$ cat src/misc_ctrl_pkg.sv
// Package for the shadowed miscellaneous control register
package misc_ctrl_pkg;
    // ------------------------------------------------------------
    // Register location
    // ------------------------------------------------------------
    localparam logic [4:0] DEVAD_MISC = 5'h07;
    localparam logic [15:0] ADDR_SHADOW = 16'hfff8;
    localparam logic [2:0] SEL_AUX = 3'h0;
    localparam logic [2:0] SEL_PWR = 3'h2;
    localparam logic [2:0] SEL_TEST = 3'h4;
    localparam logic [2:0] SEL_MISC = 3'h7;
    // ------------------------------------------------------------
    // Field positions and reset values
    // ------------------------------------------------------------
    localparam int WR_EN_BIT = 15;
    localparam logic [2:0] RD_SEL_RST = 3'h0;
    localparam logic [2:0] WR_SEL_RST = 3'h7;
    localparam logic [3:0] ATTEMPT_BASE = 4'h2;
    // Read selector codes
    typedef enum logic [2:0] {
        RD_NORMAL = 3'b000,
        RD_RSVD1 = 3'b001,
        RD_POWER = 3'b010,
        RD_RSVD3 = 3'b011,
        RD_TEST = 3'b100,
        RD_RSVD5 = 3'b101,
        RD_RSVD6 = 3'b110,
        RD_MISC = 3'b111
    } rd_sel_e;
    // Register image, bit 15 down to bit 0
    typedef struct packed {
        logic wr_en;
        rd_sel_e rd_sel;
        logic pkt_rx;
        logic rsvd10;
        logic mdix_force;
        logic [2:0] rsvd8_6;
        logic rsvd5;
        logic downshift_en;
        logic rsvd3;
        logic [2:0] shadow_sel;
    } misc_ctrl_s;
    localparam misc_ctrl_s CTRL_RST = '{wr_en: 1'b0, rd_sel: RD_NORMAL,
        pkt_rx: 1'b0, rsvd10: 1'b0, mdix_force: 1'b0, rsvd8_6: 3'h0,
        rsvd5: 1'b0, downshift_en: 1'b0, rsvd3: 1'b0, shadow_sel: SEL_MISC};
endpackage : misc_ctrl_pkg

$ cat src/shadowed_phy_misc_control.sv
// Shadowed miscellaneous control register with its downshift logic
//
// Operation
// - A write with bit 15 set also loads bits 11 to 3.
// - A write with bit 15 clear loads only bits 14:12 and 2:0.
// - Bit 15 never holds a one: it clears itself and resets to 0.
// - The read selector in bits 14:12 is always writable.
// - Read selector codes are 000, 010, 100, 111; it resets to 000.
// - Bit 11 set counts receive packets, clear counts transmit ones.
// - With auto-negotiation off, bit 9 decides if auto crossover runs.
// - Bit 4 set counts failed links up to 2..9 then downshifts.
// - Bit 4 clear keeps the configured abilities, never reduced.
// - The low three written bits choose which shadow takes the rest.
// - Shadow select codes 000,010,100,111; the field resets to 111.
`timescale 1ns/100ps
module shadowed_phy_misc_control
    import misc_ctrl_pkg::*;
(
    // Clock and reset
    input wire logic clk,
    input wire logic rst,
    // Management write and read port
    input wire logic mgmt_wr,
    input wire logic [4:0] mgmt_devad,
    input wire logic [15:0] mgmt_addr,
    input wire logic [15:0] mgmt_wdata,
    output logic [15:0] rdata_q,
    output logic [2:0] wr_sel_q,
    // Controls to the rest of the PHY
    output logic [2:0] rd_sel_q,
    output logic pkt_rx_q,
    output logic mdix_run_q,
    // Link status and downshift
    input wire logic an_enabled,
    input wire logic an_mdix,
    input wire logic link_fail,
    input wire logic link_up,
    input wire logic [2:0] attempt_code,
    output logic adv_reduced_q,
    output logic retry_q
);
    // ------------------------------------------------------------
    // Register write decode
    // ------------------------------------------------------------
    // Reserved bits are stored so a read-modify-write gets them back
    misc_ctrl_s ctrl_q, ctrl_d, wdata;
    logic [2:0] wr_sel_d;
    logic hit;

    assign wdata = misc_ctrl_s'(mgmt_wdata);
    assign hit = mgmt_wr && mgmt_devad == DEVAD_MISC
        && mgmt_addr == ADDR_SHADOW;

    // Next register image
    always_comb begin
        ctrl_d = ctrl_q;
        wr_sel_d = wr_sel_q;
        if (hit) begin
            wr_sel_d = wdata.shadow_sel;
            if (wdata.shadow_sel == SEL_MISC) begin
                ctrl_d.rd_sel = wdata.rd_sel;
                if (wdata.wr_en) begin
                    ctrl_d.pkt_rx = wdata.pkt_rx;
                    ctrl_d.rsvd10 = wdata.rsvd10;
                    ctrl_d.mdix_force = wdata.mdix_force;
                    ctrl_d.rsvd8_6 = wdata.rsvd8_6;
                    ctrl_d.rsvd5 = wdata.rsvd5;
                    ctrl_d.downshift_en = wdata.downshift_en;
                    ctrl_d.rsvd3 = wdata.rsvd3;
                end
                // with the enable clear bits 11:3 hold
            end
        end
        ctrl_d.wr_en = 1'b0;
        ctrl_d.shadow_sel = SEL_MISC;
    end

    // ------------------------------------------------------------
    // Downshift attempt counter
    // ------------------------------------------------------------
    logic [3:0] fail_cnt_q, fail_cnt_d, limit;
    logic adv_reduced_d, retry_d, mdix_run_d;

    // Code 0..7 maps to a limit of 2..9 attempts
    assign limit = ATTEMPT_BASE + {1'b0, attempt_code};

    // Count failures only while downshift is on
    // A link coming up wins over a failure in the same cycle
    always_comb begin
        fail_cnt_d = fail_cnt_q;
        adv_reduced_d = adv_reduced_q;
        retry_d = 1'b0;
        if (!ctrl_q.downshift_en) begin
            fail_cnt_d = 4'h0;
            adv_reduced_d = 1'b0;
        end else if (link_up) begin
            fail_cnt_d = 4'h0;
        end else if (link_fail) begin
            // A >= test still fires if the limit drops mid-count
            if (fail_cnt_q + 4'h1 >= limit) begin
                fail_cnt_d = 4'h0;
                adv_reduced_d = 1'b1;
                retry_d = 1'b1;
            end else begin
                fail_cnt_d = fail_cnt_q + 4'h1;
            end
        end
        // Forced crossover only matters with negotiation off
        mdix_run_d = an_enabled ? an_mdix : ctrl_q.mdix_force;
    end

    // ------------------------------------------------------------
    // Registers
    // ------------------------------------------------------------
    // Outputs take the next image, so each comes straight from a flop
    always_ff @(posedge clk or posedge rst) begin
        if (rst) begin
            ctrl_q <= CTRL_RST;
            wr_sel_q <= WR_SEL_RST;
            fail_cnt_q <= 4'h0;
            adv_reduced_q <= 1'b0;
            retry_q <= 1'b0;
            mdix_run_q <= 1'b0;
            rdata_q <= 16'(CTRL_RST);
            rd_sel_q <= RD_SEL_RST;
            pkt_rx_q <= 1'b0;
        end else begin
            ctrl_q <= ctrl_d;
            wr_sel_q <= wr_sel_d;
            fail_cnt_q <= fail_cnt_d;
            adv_reduced_q <= adv_reduced_d;
            retry_q <= retry_d;
            mdix_run_q <= mdix_run_d;
            rdata_q <= 16'(ctrl_d); // Readback tracks the image
            rd_sel_q <= ctrl_d.rd_sel;
            pkt_rx_q <= ctrl_d.pkt_rx;
        end
    end
endmodule : shadowed_phy_misc_control

$ cat config.mk
export PLATFORM = sky130hd
export DESIGN_NAME = shadowed_phy_misc_control
export DESIGN_NICKNAME = d
export VERILOG_FILES = /design/src/misc_ctrl_pkg.sv /design/src/shadowed_phy_misc_control.sv
export SDC_FILE = /design/constraint.sdc
export NUM_CORES = 1
export LEC_CHECK = 0
export BUFFER_PORTS_ARGS = -buffer_cell sky130_fd_sc_hd__buf_4
export CORE_ASPECT_RATIO = 0.9
export CORE_MARGIN = 1.5
export CORE_UTILIZATION = 35
export CTS_CLUSTER_SIZE = 20
export DETAILED_ROUTE_END_ITERATION = 6
export PLACE_DENSITY = 0.67
export SETUP_SLACK_MARGIN = 0.15
export SLEW_MARGIN = 20
export SYNTH_ARGS = -nofsm -noshare
export SYNTH_HDL_FRONTEND = slang
export SYNTH_SLANG_ARGS = --single-unit
export TNS_END_PERCENT = 100
$ cat constraint.sdc
create_clock -name clk -period 2.1 [get_ports clk]
set_input_delay 0.42 -clock clk [delete_from_list [all_inputs] [get_ports clk]]
set_output_delay 0.42 -clock clk [all_outputs]
set_load 0.01 [all_outputs]
# Word level (Yosys, flattened, before mapping)
# Index checks and enable logic that the tools add are counted.
[totals]
reg_bits = 34
input_bits = 47
out_inout_bits = 26
word_cells = 43
[classes]
addsub = 2
magnitude_cmp = 1
n_eq_ne = 7
mux = 16
reduce_logical = 3
[op_table]
columns = ["op", "n"]
rows = [
  ["$mux 12", 2],
  ["$eq 16x16->1 const B", 1],
  ["$mux 4", 4],
  ["$mux 1", 9],
  ["$mux 9", 1],
  ["$eq 5x3->1 const B", 1],
  ["$add 2x3->4 const A", 1],
  ["$add 4x1->4 const B", 1],
  ["$ge 4x4->1", 1],
  ["$ne 2x2->1 const B", 2],
  ["$eq 3x3->1 const B", 1],
  ["$ne 3x3->1 const B", 1],
  ["$reduce_and 3->1", 1],
  ["$logic_and 1x1->1", 2],
  ["$ne 2x1->1 const B", 1],
]

# Longest topological paths before layout
[logic_depth]
depth_word = 6
depth_mapped = 7
mapped_depth_nobuf = 7

# Least setup slack after synthesis
# Ideal clock, no wire load.
[synth_path]
path_kind = "flip-flop to flip-flop"
startpoint = "register fail_cnt_q[0]"
endpoint = "register adv_reduced_q"
setup_ps = 119
t_arrival_ps = 1718
t_required_ps = 1981
slack_ps = 263
path_stages_with_launch = 8
n_path_buf = 0
period_less_slack_ps = 1837
cell_sequence = "dfrtp_1 ha_1 xor2_1 ha_1 or2_2 a21oi_1 nor4_1 o21a_1"
[synth_between]
elab_chain_len = 4
[synth_rtl]
columns = ["item", "line_no", "source"]
rows = [
  ["start, declared", "shadowed_phy_misc_control.sv:81", "logic [3:0] fail_cnt_q, fail_cnt_d, limit;"],
  ["start signal, assigned", "shadowed_phy_misc_control.sv:130", "fail_cnt_q <= fail_cnt_d;"],
  ["$add 4x1->4", "shadowed_phy_misc_control.sv:100", "if (fail_cnt_q + 4'h1 >= limit) begin"],
  ["$ge 4x4->1", "shadowed_phy_misc_control.sv:100", ""],
  ["$ne 2x1->1 (no source line)", "--", ""],
  ["$reduce_and 3->1 (no source line)", "--", ""],
  ["end signal, assigned", "shadowed_phy_misc_control.sv:131", "adv_reduced_q <= adv_reduced_d;"],
  ["end, declared", "shadowed_phy_misc_control.sv:39", "output logic adv_reduced_q,"],
]
# No other way between the ends.
# A chain may end at the register's enable or synchronous reset.

# Final worst setup path
# Ends and elaborated chain as after synthesis.

==> results.py <==
metrics = {
    "worst_setup_path": {
        "crit_arrival_ns": 1.99,
        "r2r_slack_ns": 0.26,
        "path_max_fanout": 5,
        "endpoint_kind": "flip-flop",
        "timing.rr.end": "adv_reduced_q",
        "r2r_cells": 7,
        "start_kind": "flip-flop",
        "required_ns": 2.25,
        "path_class": "flip-flop to flip-flop",
        "reg2reg_from": "fail_cnt_q[0]",
    },
    "sta": {
        "fin_skew_ns": 0.002484,
        "hold_viol": 0,
        "min_period_ns": 1.838,
        "grt_setup_unrepaired": "false",
        "worstMarginPinSlew_ns": 0.5197,
        "finalCritPeriodShare_pct": 87.54,
        "finalSetupViolations": 0,
        "tns_ns": 0,
        "clock.fmax_mhz": 544.0,
        "maxSlewViolCount": 0,
        "maxSlewHeadroom_pct": 65.08,
    },
    "power_and_ir_drop": {
        "ir_drop_mv": 0.2590,
        "p_per_area_nw_per_um2": 446.7,
        "leakagePower_nw": 0.9298,
    },
    "drt": {
        "ant_nets": 0,
        "dr.pass1.iters": 4,
        "vias": 1001,
        "via_per_inst": 4.836,
        "drt_iter0_markers": 32,
        "routed_wl_um": 2736,
        "wl_per_cell_um": 13.22,
        "drc": 0,
    },
    "clock_tree": {
        "clock_latency_ns": 0.25,
        "htree_num_levels": 1,
        "root_buffer": "clkbuf_8",
        "cts.clk_slew.worst_paths_ns": 0.08,
        "clockBufferDepth": 2,
        "postCtsSetupRepairBufs": 0,
        "clock_sinks": 22,
        "cts_buffers": 3,
        "cts_tree": "done",
    },
    "placed_design": {
        "port_buffers": 68,
        "dp_hpwl_um": 2256,
        "dpl_cell_area_um2": 1712,
        "place_congestion": 0.8747,
    },
    "synth": {
        "yosys.area.top_type_share_pct": 39.58,
        "ys_warn_count": 0,
        "ys_seq_area_share_pct": 46.15,
        "synth_seq_cells": 22,
        "synth_top_cell_by_area": "dfrtp_1",
        "synthTopCellsByArea": "dfrtp_1 (40%), mux2_2 (12%), dfstp_2 (6.6%), ha_1 (6.3%), buf_4 (5.6%)",
        "syn_area_per_cell_um2": 12.13,
        "synthesis.area_um2": 1201,
        "synthCells": 99,
        "synth_cell_type_count": 31,
    },
    "cells_and_area": {
        "layout_common_cells": "buf_4 (69), dfrtp_1 (17), mux2_2 (13)",
        "layout-drive-gt1-share_pct": 63.03,
        "antenna_cells": 0,
        "synthToLayoutAreaGrowth_pct": 49.79,
        "design_area_um2": 1799,
        "fin_nets": 219,
        "mostFrequentLayoutCell": "buf_4",
    },
    "floorplanning": {
        "rows": 19,
        "die_h_um": 58.58,
        "ioPinCount": 73,
        "start_util_pct": 37.99,
        "dieArea_um2": 3793,
        "core_um2": 3162,
        "dieWidth_um": 64.75,
    },
    "global_routing": {
        "first_global_vias": 956,
        "antenna_found_initial": 0,
        "grt_max_degree": 23,
        "grt_overflow": 0,
        "grt_usage_pct": 15.26,
        "grt_pass1_wl_um": 4367,
    },
    "worst_hold_path": {
        "hold_path_class": "primary input to async pin",
    },
    "run_status": {
        "status": "complete, no violations",
    },
    "run": {
        "maxCapViolations": 0,
    },
}
power by group:
part | switching, mW | leakage, nW | internal (mW) | total, mW
registers | 0.000226 | 0.292 | 0.424 | 0.425
clock network | 0.128 | 0.0228 | 0.135 | 0.263
logic | 0.0446 | 0.615 | 0.0717 | 0.116
total | 0.173 | 0.930 | 0.631 | 0.804
cell families after synthesis:
| kind of cell | synth area share [%] |
|---|---|
| AND/OR/NAND/NOR | 15.21 |
| flip-flops | 46.15 |
| multiplexers | 15.94 |
| buffers and inverters | 7.187 |
| AO/OA/AOI/OAI | 7.187 |
| adder cells (fa/ha/maj) | 6.250 |
| other | 0.6252 |
| XOR/XNOR | 1.459 |
cells in the mapped netlist:
cell type,count
nand4b_1,1
buf_4,9
o21a_1,1
o21ai_0,1
conb_1,2
o211ai_1,3
nand2b_1,2
or2_2,1
xnor2_1,1
ha_1,6
and3_1,1
nand2_1,5
nor4_1,2
mux2_4,3
a21oi_1,4
nor2_1,2
inv_1,5
nor2b_1,1
nand4_4,1
nand3_1,2
nor3_1,1
nor4_4,1
nand4_1,3
dfstp_2,3
a22oi_1,1
a2111oi_0,1
a211oi_1,2
nand4bb_4,1
xor2_1,1
mux2_2,13
dfrtp_1,19
flip-flops by register name, indices dropped and copies added, names as in the netlist:
| name | count |
|---|---|
| fail_cnt_q | 4 |
| retry_q | 1 |
| wr_sel_q | 3 |
| mdix_run_q | 1 |
| ctrl_q | 4 |
| rdata_q | 8 |
| adv_reduced_q | 1 |
worst max path at each step:
stage / depth (start not counted) / slack [ns] / startpoint / endpoint
floorplan: 7 / 0.26 / fail_cnt_q[0] / adv_reduced_q
global placement: 5 / 0.13 / fail_cnt_q[0] / adv_reduced_q
detailed placement: 5 / 0.09 / fail_cnt_q[0] / adv_reduced_q
CTS: 7 / 0.16 / fail_cnt_q[0] / adv_reduced_q
global route: 7 / 0.14 / fail_cnt_q[1] / adv_reduced_q
finish: 7 / 0.26 / fail_cnt_q[0] / adv_reduced_q
stage by stage:
stage	setup WS [ns]	cells	utilization, %	total power, mW	hold slack [ns]
after global routing	0.1367	207	56.91	0.8441	0.2146
after global placement	0.1350	203	54.14	0.5427	0.4772
after detailed placement	0.09408	203	54.14	0.5459	0.4794
after floorplan	0.2632	101	-	0.4731	0.4070
final	0.2617	207	56.91	0.8037	0.1899
after CTS	0.1574	207	55.60	0.8084	0.1952
routing by layer:
metal,global-route usage (%),wire (um),up-vias
li1,-,-,477
met1,17.82,1005,466
met4,5.471,65,0
met5,0,0,-
met2,27.39,1459,52
met3,3.824,205,6
repair_timing:
action,CTS,global route
endpoints found under the setup margin,1,6
gates resized for setup,1,10
pin swaps,0,1
hold buffers,0,0
area by class of cell:
| class | count | area [um2] |
|---|---|---|
| timing repair buffer | 69 | 518.0 |
| tap | 42 | 52.55 |
| clock buffer | 4 | 45.04 |
| fill | 274 | 1363 |
| multi-input combinational | 65 | 608.1 |
| sequential | 22 | 556.8 |
| inverter | 5 | 18.77 |
critical path, cell delays in order (launching register included):
cell	delay [ns]
dfrtp_2	0.44
ha_4	0.18
xor2_2	0.14
ha_2	0.26
or2_2	0.31
a21oi_2	0.17
nor4_1	0.06
o21a_1	0.18
No activity file was read; power rests on OpenSTA's default activity.
